--- config.mk ---
export PLATFORM = sky130hd
export DESIGN_NAME = lcc_core
export DESIGN_NICKNAME = d
export VERILOG_FILES = /design/src/rtl/lcc_pkg.sv /design/src/rtl/lcc_bypass_mux.sv /design/src/rtl/lcc_action_bit.sv /design/src/rtl/lcc_core.sv
export SDC_FILE = /design/constraint.sdc
export NUM_CORES = 1
export LEC_CHECK = 0
export ABC_AREA = 1
export BUFFER_PORTS_ARGS = -buffer_cell sky130_fd_sc_hd__buf_2
export CAP_MARGIN = 0
export CORE_MARGIN = 2
export CORE_UTILIZATION = 45
export DETAILED_ROUTE_END_ITERATION = 6
export PLACE_DENSITY = 0.78
export SLEW_MARGIN = 20
export SYNTH_ARGS = -nofsm -noshare
export SYNTH_HDL_FRONTEND = slang
export SYNTH_HIERARCHICAL = 1
export SYNTH_SLANG_ARGS = --single-unit
--- constraint.sdc ---
create_clock -name clk_in -period 3.47 [get_ports clk_in]
set_input_delay 0 -clock clk_in [delete_from_list [all_inputs] [get_ports clk_in]]
set_output_delay 0 -clock clk_in [all_outputs]
set_load 0.01 [all_outputs]
--- src/rtl/lcc_pkg.sv ---
package lcc_pkg;
   // Register byte addresses
   localparam logic [31:0] LCC_CTRL_ADDR  = 32'h4000_0000;
   localparam logic [31:0] LCC_RXPTR_ADDR = 32'h4000_0040;
   // Control register field positions
   localparam int LCC_SCAN_ABORT_BIT = 24;
   localparam int LCC_MD_BYP_BIT     = 22;
   localparam int LCC_SN_BYP_BIT     = 21;
   localparam int LCC_NESN_BYP_BIT   = 20;
   localparam int LCC_CRYPTO_BYP_BIT = 19;
   localparam int LCC_WHIT_BYP_BIT   = 18;
   localparam int LCC_CRC_BYP_BIT    = 17;
   localparam int LCC_HOP_BYP_BIT    = 16;
   localparam int LCC_WINOFF_SRC_BIT = 12;
   localparam int LCC_RXPTR_SRC_BIT  = 11;
   localparam int LCC_ADV_FILT_BIT   = 10;
   localparam int LCC_COEX_EN_BIT    = 9;
   localparam int LCC_PREFETCH_BIT   = 8;
   localparam int LCC_RX_WIN_LSB     = 4;
   localparam int LCC_RX_WIN_W       = 4;
   localparam int LCC_SYNC_LIM_LSB   = 0;
   localparam int LCC_SYNC_LIM_W     = 3;
   // Reset values
   localparam logic [31:0] LCC_CTRL_RESET  = 32'h0000_0000;
   localparam logic [31:0] LCC_RXPTR_RESET = 32'h0000_0000;
   // Avalon response codes
   localparam logic [1:0] LCC_RESP_OKAY   = 2'h0;
   localparam logic [1:0] LCC_RESP_DECERR = 2'h3;
endpackage

--- src/rtl/lcc_bypass_mux.sv ---
`timescale 1ns/1ns
`default_nettype none
// Registered two-way select between hardware and software values
module lcc_bypass_mux #(
   parameter int W = 1
) (
   input  wire logic         clk_in,
   input  wire logic         resetn_in,
   input  wire logic         sel_sw_in,
   input  wire logic [W-1:0] hw_in,
   input  wire logic [W-1:0] sw_in,
   output logic      [W-1:0] out_out
);
   typedef struct packed {
      logic [W-1:0] val;
   } lcc_mux_s;

   lcc_mux_s st_reg;
   lcc_mux_s st_next;

   if (W < 1) begin : g_chk
      $error("lcc_bypass_mux: W must be at least 1");
   end

   // Pick the source
   always_comb begin
      st_next     = st_reg;
      st_next.val = sel_sw_in ? sw_in : hw_in;
   end

   // State register
   always_ff @(posedge clk_in or negedge resetn_in) begin
      if (!resetn_in) begin
         st_reg <= '0;
      end else begin
         st_reg <= st_next;
      end
   end

   assign out_out = st_reg.val;
endmodule
`default_nettype wire

--- src/rtl/lcc_action_bit.sv ---
`timescale 1ns/1ns
`default_nettype none
// Write-one action bit that returns to zero when the action is done
module lcc_action_bit (
   input  wire logic clk_in,
   input  wire logic resetn_in,
   input  wire logic set_in,
   input  wire logic done_in,
   output logic      pending_out
);
   typedef struct packed {
      logic pending;
   } lcc_act_s;

   lcc_act_s st_reg;
   lcc_act_s st_next;

   // A new request wins over a done in the same cycle
   always_comb begin
      st_next = st_reg;
      if (set_in) begin
         st_next.pending = 1'b1;
      end else if (done_in) begin
         st_next.pending = 1'b0;
      end
   end

   // State register
   always_ff @(posedge clk_in or negedge resetn_in) begin
      if (!resetn_in) begin
         st_reg <= '0;
      end else begin
         st_reg <= st_next;
      end
   end

   assign pending_out = st_reg.pending;
endmodule
`default_nettype wire

--- src/rtl/lcc_core.sv ---
`timescale 1ns/1ns
`default_nettype none
// Functional notes
// - Writing one to scan abort ends the scan window; bit clears when done.
// - More-data bypass set gives exactly one exchange per event.
// - Sequence bypass set sends that field straight from the Tx descriptor.
// - Sequence bypass set ignores received field and reports no sequence error.
// - Crypto bypass set disables payload encryption and decryption.
// - Encryption enabled with crypto bypass still makes the MIC, plain payload.
// - Whitening bypass set turns data whitening off.
// - CRC bypass keeps received CRC, transmits zeros as CRC; else CRC stripped.
// - Hop remap bypass set disables channel remapping.
// - Initiator only: window offset from Tx buffer or event controller.
// - Rx descriptor pointer from control structure or current pointer register.
// - Advertising filter set reports only error-free advertising packets.
// - Coexistence enable gates the WLAN sync pulse.
// - Core enable bit enables exchange-table prefetch.
// - Four-bit default receive window in microseconds.
// - Three-bit limit on sync word bit errors.
module lcc_core #(
   parameter int PTR_W = 15,
   parameter int WOF_W = 16,
   parameter int CRC_W = 24
) (
   input  wire logic              clk_in,
   input  wire logic              resetn_in,
   // Avalon-MM slave
   input  wire logic [31:0]       avs_address_in,
   input  wire logic              avs_read_in,
   input  wire logic              avs_write_in,
   input  wire logic [31:0]       avs_writedata_in,
   input  wire logic [3:0]        avs_byteenable_in,
   output logic      [31:0]       avs_readdata_out,
   output logic      [1:0]        avs_response_out,
   output logic                   avs_waitrequest_out,
   // Scan abort handshake
   input  wire logic              scan_done_in,
   output logic                   scan_abort_req_out,
   // More-data handling
   input  wire logic              more_data_in,
   output logic                   next_exchange_out,
   // Sequence numbering
   input  wire logic              hw_sn_in,
   input  wire logic              desc_sn_in,
   input  wire logic              hw_nesn_in,
   input  wire logic              desc_nesn_in,
   input  wire logic              rx_sn_err_in,
   input  wire logic              rx_nesn_err_in,
   output logic                   tx_sn_out,
   output logic                   tx_nesn_out,
   output logic                   rx_sn_err_out,
   output logic                   rx_nesn_err_out,
   // Encryption
   input  wire logic              conn_encrypt_enable_in,
   output logic                   payload_encrypt_out,
   output logic                   mic_generate_out,
   // Whitening and hopping
   output logic                   whitening_enable_out,
   output logic                   hop_remap_enable_out,
   // CRC handling
   input  wire logic [CRC_W-1:0]  tx_crc_in,
   output logic      [CRC_W-1:0]  tx_crc_out,
   output logic                   rx_crc_strip_out,
   // Window offset
   input  wire logic              initiator_mode_in,
   input  wire logic [WOF_W-1:0]  buf_winoff_in,
   input  wire logic [WOF_W-1:0]  evt_winoff_in,
   output logic      [WOF_W-1:0]  winoff_out,
   // Rx descriptor pointer
   input  wire logic [PTR_W-1:0]  cs_rx_ptr_in,
   output logic      [PTR_W-1:0]  rx_ptr_out,
   // Advertising error filter
   input  wire logic              rx_pkt_done_in,
   input  wire logic              rx_adv_chan_in,
   input  wire logic              rx_pkt_err_in,
   output logic                   rx_pkt_report_out,
   // Coexistence sync pulse
   input  wire logic              coex_sync_in,
   output logic                   coex_sync_out,
   // Static settings
   output logic                   core_prefetch_enable_out,
   output logic      [3:0]        default_rx_window_out,
   output logic      [2:0]        sync_word_error_limit_out
);
   typedef struct packed {
      logic             ack;
      logic [31:0]      rdata;
      logic [1:0]       resp;
      logic             md_byp;
      logic             sn_byp;
      logic             nesn_byp;
      logic             crypto_byp;
      logic             whit_byp;
      logic             crc_byp;
      logic             hop_byp;
      logic             winoff_src;
      logic             rxptr_src;
      logic             adv_filt;
      logic             coex_en;
      logic             prefetch;
      logic [3:0]       rx_win;
      logic [2:0]       sync_lim;
      logic [PTR_W-1:0] cur_ptr;
   } lcc_core_s;

   lcc_core_s st_reg;
   lcc_core_s st_next;

   logic        req;
   logic        hit_ctrl;
   logic        hit_ptr;
   logic        wr_take;
   logic [31:0] be_mask;
   logic [31:0] ctrl_word;
   logic [31:0] ptr_word;
   logic [31:0] ctrl_new;
   logic [31:0] ptr_new;
   logic        scan_pending;
   logic        wof_sel_evt;

   if (PTR_W < 1 || PTR_W > 32) begin : g_chk_ptr
      $error("lcc_core: PTR_W must be 1 to 32");
   end
   if (WOF_W < 1 || CRC_W < 1) begin : g_chk_w
      $error("lcc_core: WOF_W and CRC_W must be at least 1");
   end

   // Bus decode and wait-state handshake
   assign req      = avs_read_in | avs_write_in;
   assign hit_ctrl = (avs_address_in == lcc_pkg::LCC_CTRL_ADDR);
   assign hit_ptr  = (avs_address_in == lcc_pkg::LCC_RXPTR_ADDR);
   assign wr_take  = avs_write_in & st_reg.ack;
   assign avs_waitrequest_out = req & ~st_reg.ack;
   assign avs_readdata_out    = st_reg.rdata;
   assign avs_response_out    = st_reg.resp;

   // Byte lane mask
   always_comb begin
      for (int i = 0; i < 4; i++) begin
         be_mask[i*8 +: 8] = {8{avs_byteenable_in[i]}};
      end
   end

   // Control word as read back; reserved bits zero
   always_comb begin
      ctrl_word = '0;
      ctrl_word[lcc_pkg::LCC_SCAN_ABORT_BIT] = scan_pending;
      ctrl_word[lcc_pkg::LCC_MD_BYP_BIT]     = st_reg.md_byp;
      ctrl_word[lcc_pkg::LCC_SN_BYP_BIT]     = st_reg.sn_byp;
      ctrl_word[lcc_pkg::LCC_NESN_BYP_BIT]   = st_reg.nesn_byp;
      ctrl_word[lcc_pkg::LCC_CRYPTO_BYP_BIT] = st_reg.crypto_byp;
      ctrl_word[lcc_pkg::LCC_WHIT_BYP_BIT]   = st_reg.whit_byp;
      ctrl_word[lcc_pkg::LCC_CRC_BYP_BIT]    = st_reg.crc_byp;
      ctrl_word[lcc_pkg::LCC_HOP_BYP_BIT]    = st_reg.hop_byp;
      ctrl_word[lcc_pkg::LCC_WINOFF_SRC_BIT] = st_reg.winoff_src;
      ctrl_word[lcc_pkg::LCC_RXPTR_SRC_BIT]  = st_reg.rxptr_src;
      ctrl_word[lcc_pkg::LCC_ADV_FILT_BIT]   = st_reg.adv_filt;
      ctrl_word[lcc_pkg::LCC_COEX_EN_BIT]    = st_reg.coex_en;
      ctrl_word[lcc_pkg::LCC_PREFETCH_BIT]   = st_reg.prefetch;
      ctrl_word[lcc_pkg::LCC_RX_WIN_LSB +: lcc_pkg::LCC_RX_WIN_W] = st_reg.rx_win;
      ctrl_word[lcc_pkg::LCC_SYNC_LIM_LSB +: lcc_pkg::LCC_SYNC_LIM_W] = st_reg.sync_lim;
   end

   // Pointer register as read back
   always_comb begin
      ptr_word = '0;
      ptr_word[PTR_W-1:0] = st_reg.cur_ptr;
   end

   // Merged write values per byte lane
   assign ctrl_new = (ctrl_word & ~be_mask) | (avs_writedata_in & be_mask);
   assign ptr_new  = (ptr_word & ~be_mask) | (avs_writedata_in & be_mask);

   // Register file and bus answer
   always_comb begin
      st_next     = st_reg;
      st_next.ack = req & ~st_reg.ack;
      // Capture read data during the wait state
      if (req && !st_reg.ack) begin
         st_next.resp  = (hit_ctrl | hit_ptr) ? lcc_pkg::LCC_RESP_OKAY
                                              : lcc_pkg::LCC_RESP_DECERR;
         st_next.rdata = '0;
         if (avs_read_in && hit_ctrl) begin
            st_next.rdata = ctrl_word;
         end else if (avs_read_in && hit_ptr) begin
            st_next.rdata = ptr_word;
         end
      end
      // Writes land on the edge that ends the waitrequest-low cycle, one after the wait; reserved bits dropped
      if (wr_take && hit_ctrl) begin
         st_next.md_byp     = ctrl_new[lcc_pkg::LCC_MD_BYP_BIT];
         st_next.sn_byp     = ctrl_new[lcc_pkg::LCC_SN_BYP_BIT];
         st_next.nesn_byp   = ctrl_new[lcc_pkg::LCC_NESN_BYP_BIT];
         st_next.crypto_byp = ctrl_new[lcc_pkg::LCC_CRYPTO_BYP_BIT];
         st_next.whit_byp   = ctrl_new[lcc_pkg::LCC_WHIT_BYP_BIT];
         st_next.crc_byp    = ctrl_new[lcc_pkg::LCC_CRC_BYP_BIT];
         st_next.hop_byp    = ctrl_new[lcc_pkg::LCC_HOP_BYP_BIT];
         st_next.winoff_src = ctrl_new[lcc_pkg::LCC_WINOFF_SRC_BIT];
         st_next.rxptr_src  = ctrl_new[lcc_pkg::LCC_RXPTR_SRC_BIT];
         st_next.adv_filt   = ctrl_new[lcc_pkg::LCC_ADV_FILT_BIT];
         st_next.coex_en    = ctrl_new[lcc_pkg::LCC_COEX_EN_BIT];
         st_next.prefetch   = ctrl_new[lcc_pkg::LCC_PREFETCH_BIT];
         st_next.rx_win     =
            ctrl_new[lcc_pkg::LCC_RX_WIN_LSB +: lcc_pkg::LCC_RX_WIN_W];
         st_next.sync_lim   =
            ctrl_new[lcc_pkg::LCC_SYNC_LIM_LSB +: lcc_pkg::LCC_SYNC_LIM_W];
      end
      if (wr_take && hit_ptr) begin
         st_next.cur_ptr = ptr_new[PTR_W-1:0];
      end
   end

   // State register
   always_ff @(posedge clk_in or negedge resetn_in) begin
      if (!resetn_in) begin
         st_reg          <= '0;
         st_reg.resp     <= lcc_pkg::LCC_RESP_OKAY;
         st_reg.rx_win   <=
            lcc_pkg::LCC_CTRL_RESET[lcc_pkg::LCC_RX_WIN_LSB +: lcc_pkg::LCC_RX_WIN_W];
         st_reg.sync_lim <=
            lcc_pkg::LCC_CTRL_RESET[lcc_pkg::LCC_SYNC_LIM_LSB +: lcc_pkg::LCC_SYNC_LIM_W];
         st_reg.cur_ptr  <= lcc_pkg::LCC_RXPTR_RESET[PTR_W-1:0];
      end else begin
         st_reg <= st_next;
      end
   end

   // Scan abort action bit; zero writes do nothing
   lcc_action_bit u_scan_abort (
      .clk_in      (clk_in),
      .resetn_in   (resetn_in),
      .set_in      (wr_take & hit_ctrl & avs_byteenable_in[3]
                    & avs_writedata_in[lcc_pkg::LCC_SCAN_ABORT_BIT]),
      .done_in     (scan_done_in),
      .pending_out (scan_pending)
   );
   assign scan_abort_req_out = scan_pending;

   // Single exchange per event under bypass
   assign next_exchange_out = more_data_in & ~st_reg.md_byp;

   // Transmitted sequence numbers
   lcc_bypass_mux #(.W(1)) u_sn_mux (
      .clk_in    (clk_in),
      .resetn_in (resetn_in),
      .sel_sw_in (st_reg.sn_byp),
      .hw_in     (hw_sn_in),
      .sw_in     (desc_sn_in),
      .out_out   (tx_sn_out)
   );
   lcc_bypass_mux #(.W(1)) u_nesn_mux (
      .clk_in    (clk_in),
      .resetn_in (resetn_in),
      .sel_sw_in (st_reg.nesn_byp),
      .hw_in     (hw_nesn_in),
      .sw_in     (desc_nesn_in),
      .out_out   (tx_nesn_out)
   );

   // Received sequence errors suppressed under bypass
   assign rx_sn_err_out   = rx_sn_err_in & ~st_reg.sn_byp;
   assign rx_nesn_err_out = rx_nesn_err_in & ~st_reg.nesn_byp;

   // Payload cipher off under bypass, MIC kept
   assign payload_encrypt_out = conn_encrypt_enable_in & ~st_reg.crypto_byp;
   assign mic_generate_out    = conn_encrypt_enable_in;

   // Whitening and channel remap enables
   assign whitening_enable_out = ~st_reg.whit_byp;
   assign hop_remap_enable_out = ~st_reg.hop_byp;

   // CRC zeroed on transmit and kept on receive under bypass
   lcc_bypass_mux #(.W(CRC_W)) u_crc_mux (
      .clk_in    (clk_in),
      .resetn_in (resetn_in),
      .sel_sw_in (st_reg.crc_byp),
      .hw_in     (tx_crc_in),
      .sw_in     ({CRC_W{1'b0}}),
      .out_out   (tx_crc_out)
   );
   assign rx_crc_strip_out = ~st_reg.crc_byp;

   // Window offset source, only when initiating
   assign wof_sel_evt = initiator_mode_in & st_reg.winoff_src;
   lcc_bypass_mux #(.W(WOF_W)) u_wof_mux (
      .clk_in    (clk_in),
      .resetn_in (resetn_in),
      .sel_sw_in (wof_sel_evt),
      .hw_in     (buf_winoff_in),
      .sw_in     (evt_winoff_in),
      .out_out   (winoff_out)
   );

   // Rx descriptor pointer source
   lcc_bypass_mux #(.W(PTR_W)) u_ptr_mux (
      .clk_in    (clk_in),
      .resetn_in (resetn_in),
      .sel_sw_in (st_reg.rxptr_src),
      .hw_in     (cs_rx_ptr_in),
      .sw_in     (st_reg.cur_ptr),
      .out_out   (rx_ptr_out)
   );

   // Drop errored advertising packets when filtering
   assign rx_pkt_report_out = rx_pkt_done_in
                              & ~(st_reg.adv_filt & rx_adv_chan_in & rx_pkt_err_in);

   // Coexistence pulse gate
   assign coex_sync_out = coex_sync_in & st_reg.coex_en;

   // Static settings
   assign core_prefetch_enable_out  = st_reg.prefetch;
   assign default_rx_window_out     = st_reg.rx_win;
   assign sync_word_error_limit_out = st_reg.sync_lim;
endmodule
`default_nettype wire

[After elaboration in Yosys (flattened, before gate mapping)]
Cells that the tools add are included.
Word-level totals
  bits in latches: 0
  register bits after elaboration: 127
  RAM bits: 0
  memories: 0
  bits of input ports: 157
  bits in read-only memories: 0
Cells by class
  $lt $le $gt $ge: 0
  multiplexer cells: 10
  add/sub/neg operators: 0
  reduce and logical (&&, ||, !) cells: 7
  bitwise operators: 31
  equality and inequality tests: 2
  multiply operators: 0
  divide/modulo/power cells: 0
  shift-type cells: 0
Operators by type and width (number)
  $eq A32 B31 Y1 const B: 2
  $and A23 B23 Y23: 2
  $mux W15: 2
  $mux W25: 1
  $mux W24: 1
  $not A23 Y23: 1
  $or A23 B23 Y23: 1
  $mux W16: 1
  $and A15 B15 Y15: 1
  $or A15 B15 Y15: 1
  $and A1 B1 Y1: 14
  $not A1 Y1: 9
  $logic_and A1 B1 Y1: 5
  $mux W1: 4
  $mux W2: 1
  $or A1 B1 Y1: 2
  $reduce_bool A2 Y1: 1
  $logic_not A1 Y1: 1

[Logic depth before layout (Yosys ltp)]
  depth after elaboration: 5
  gate-level depth with buffers: 11
  depth with buffers taken out: 10

[Cells and area by module]
Netlist, hierarchy kept.
By module, submodules not included
  lcc_core: cells each 391, sequential area each 1476.4 µm², times used 1, area an instance 3196.8 µm²
  lcc_bypass_mux at u_crc_mux: cells each 102, sequential area each 600.6 µm², times used 1, area an instance 974.7 µm²
  lcc_bypass_mux at u_wof_mux: cells each 68, sequential area each 400.4 µm², times used 1, area an instance 644.4 µm²
  lcc_bypass_mux at u_ptr_mux: cells each 64, sequential area each 375.4 µm², times used 1, area an instance 608.1 µm²
  lcc_bypass_mux at u_nesn_mux ...: cells each 5, sequential area each 25.0 µm², times used 2, area an instance 40.0 µm²
  lcc_action_bit: cells each 5, sequential area each 25.0 µm², times used 1, area an instance 40.0 µm²

[Worst setup path after synthesis]
Ideal clock, no wire load.
  kind: flip-flop to flip-flop
  start: reg st_reg[68] (netlist bit)
  end: reg st_reg, in the netlist avs_response_out[0]
  arrival: 1.120 ns
  period minus slack after synthesis: 1.249 ns
  cell stages (with the launch flop): 6
  path slack: 2.221 ns
  library setup time: 0.128 ns
  cell sequence: dfrtp_1 > nor2_1 > clkinv_1 > clkbuf_1 > nand2_1 > o21ai_0
On the way
  cells in the longest elaborated chain, start to end: 2
Ends and longest elaborated chain
  from (decl): RTL line lcc_core.sv:106  | lcc_core_s st_reg;
  from (signal assigned): RTL line lcc_core.sv:224  | st_reg <= st_next;
  $logic_not A1 Y1: RTL line lcc_core.sv:179  | if (req && !st_reg.ack) begin
  $logic_and A1 B1 Y1: RTL line lcc_core.sv:179
No other way between the ends.
A chain may end at the register's enable or synchronous reset.

==> impl_metrics.ini <==
[sta]
setup_tns_ns = 0
max_slew_margin_pct = 31.6
fin_crit_sh_pct = 56.1
post-route-min-period_ns = 1.95
worst_pin_slew_ns = 1.03
drv_slew = 0
hold_ws_ns = 0.0275
clock_skew_ns = 0.00687
max_freq_ghz = 0.513
fin_ws_ns = 1.52
finalHoldViolCount = 0
setup_viol_count_final = 0
rsz0062_at_grt = false

[global_routing]
grt_pass1_vias = 4992
grtUsageTotal_pct = 23.2
grt_overflow = 0
antenna_found_initial = 0
grt_start_max_net_pins = 75
grt_pass1_wl_um = 23700

[pwr]
power.density_nw_per_um2 = 434
power_frac_seq_pct = 39.9
power.static_leakage_nw = 4.47
internal_power_w = 0.00276
p_comb_share_pct = 10.5
power.switching_fraction_pct = 22.0
p_clk_share_pct = 49.6
peakVddDrop_uv = 243
power_switching_w = 0.000781
total_power_w = 0.00355

[logic_synthesis]
synth_async_sr_flop_share_pct = 100
yosys_most_used_dff = dfrtp_1
synth-simple-area-share_pct = 27.7
netlist_area_um2 = 5540
syn_avg_cell_area_um2 = 8.66
synth-xor-area-share_pct = 0
synth_top_area_share_pct = 52.8
syn_inst = 640
synth.distinct_cells = 25
synth_edf_count = 0
synthMostInstantiatedCell = nand2_1
synth_seq_cells = 117
yosysWarnings = 6
synth_top_family_by_area = simple AND/OR/NAND/NOR gates
ys_top_cells_by_area = dfrtp_1 53%, nand2_1 19%, buf_4 6.0%
seq_area_frac_synth_pct = 52.8
synthMuxAreaShare_pct = 0
synth_top_cell_by_area = dfrtp_1
synthTopCellsByCount = 275 x nand2_1, 117 x dfrtp_1, 44 x buf_4
yosys.area_share.adder_pct = 0
synth_compound_area_share_pct = 6.21

[hold_path]
hold_class = primary input to flip-flop
whs_path_depth = 3
hp-start = avs_byteenable_in[1]

[setup_path]
critPathMaxStageDelay_ns = 0.56
crit_type = flip-flop to flip-flop
crit_path_top_delay_cell = dlygate4sd3_1
rrSetupSlack_ns = 1.52
worstRegToRegCells = 6
cpMostUsedCell = nand2_1
endpoint_kind = flip-flop
crit_chain = nand2_1 -> inv_1 -> inv_6 -> nand2_1 -> nand2_1 -> dlygate4sd3_1
worstPathRequired_ns = 3.75
crit_path_start_kind = flip-flop
cp_max_fo = 17
worstPathArrival_ns = 2.22
r2r-end = u_wof_mux/out_out[6]$_DFF_PN0_

[cts]
cts.sinks = 117
cts_buffers = 17
cts_tree = done
root_buffer = clkbuf_16
cts.clk_slew.worst_paths_ns = 0.05
clk_latency_ns = 0.40
cts_resized = 0
cts_max_path_buffers = 2
ctsHtreeMaxLevel = 4

[cells_and_area]
drive_gt1_share_pct = 35.1
fillCellCount = 920
final_nets = 1134
num_antenna_cells = 0
syn2layout_area_growth_pct = 47.3

[placed_design]
io_buffer_count = 249
place_ws_ns = 1.57
gp_congestion = 0.795
post-dp-hpwl_um = 9410

[run_status]
status = complete, no violations

[drt]
wl_um = 15300
ant_nets = 0
via_count = 5122
avgRoutedWirePerCell_um = 13.5
drc_errors = 0
first_pass_iters = 4
viasPerCell = 4.51
drtIter0Drc = 300

[flow_run]
max-cap-violations = 0

[die]
rows = 40
die_y_um = 115
die_area_um2 = 13200
core-area_um2 = 12000
die_w_um = 115
ios = 268
start_util_pct = 46.2
-- power groups by stage --
stage / Sequential [W] / Combinational [W] / Clock (W)
floorplan: 0.00146 / 0.000100 / 0
global placement: 0.00143 / 0.000276 / 0
detailed placement: 0.00144 / 0.000280 / 0
CTS: 0.00141 / 0.000368 / 0.00179
global route: 0.00142 / 0.000412 / 0.00186
finish: 0.00141 / 0.000373 / 0.00176
-- area by class of cell --
type	instances	area, µm²	share of cell area (%)
sequential	117	2930	35.9
timing repair buffer	352	2270	27.8
multi-input combinational	446	2010	24.6
clock buffer	21	470	5.76
tap	147	184	2.25
inverter	43	179	2.19
clock inverter	9	128	1.56
-- layer usage --
layer  up-vias  track usage (%)  wire [µm]
li1       2558                -          -
met1      2328             26.7       6180
met2       208             41.4       7830
met3        28             5.38        953
met4         0             10.1        361
met5         -                0          0
-- through the flow --
step	instances	area, µm²	util (%)
after floorplan	672	5660	-
after global placement	1005	6570	54.7
after detailed placement	1005	6570	54.7
after CTS	1135	8170	68.0
after global routing	1135	8170	68.0
final	1135	8170	68.0
-- worst max-delay path by stage --
stage | start | end | slack [ns] | cells past startpoint
final | flip-flop | u_wof_mux/out_out[6]$_DFF_PN0_ | 1.52 | 6
after global routing | flip-flop | u_wof_mux/out_out[6]$_DFF_PN0_ | 1.39 | 6
after CTS | flip-flop | u_wof_mux/out_out[13]$_DFF_PN0_ | 1.55 | 6
after detailed placement | avs_read_in | avs_readdata_out[21]$_DFFE_PN0P_ | 1.57 | 6
after global placement | avs_read_in | avs_response_out[0]$_DFFE_PN0P_ | 1.66 | 5
after floorplan | st_reg[68]$_DFF_PN0_ | avs_response_out[0]$_DFFE_PN0P_ | 2.22 | 5
-- cells by family (layout without fill, tap and decap cells) --
family / after synthesis / in the layout
and+or+nand+nor: 366 / 366
AOI/OAI and AO/OA: 47 / 47
other: 1 / 33
buffers and inverters: 109 / 425
DFF: 117 / 117
-- worst max-delay path, delay by kind of cell (launching register included) --
kind          cells  cell delay [ns]
buf+inv           3             1.21
flops             1             0.38
simple gates      3             0.24
-- cell usage in the layout (no fill, tap or decap), drive strengths merged, types with 3 or more instances in the layout --
cell	n
nand2	298
buf	252
dfrtp	117
dlygate4sd3	100
o21ai	46
inv	42
nor2	34
conb	33
nand3	33
clkbuf	21
clkinv	7
bufinv	3
-- what timing repair did --
| action | CTS | global route |
|---|---|---|
| hold endpoints to repair | 164 | 0 |
| hold buffers | 100 | 0 |
| setup buffers | 0 | 0 |
Note: power is estimated with default switching activity, not from simulation.
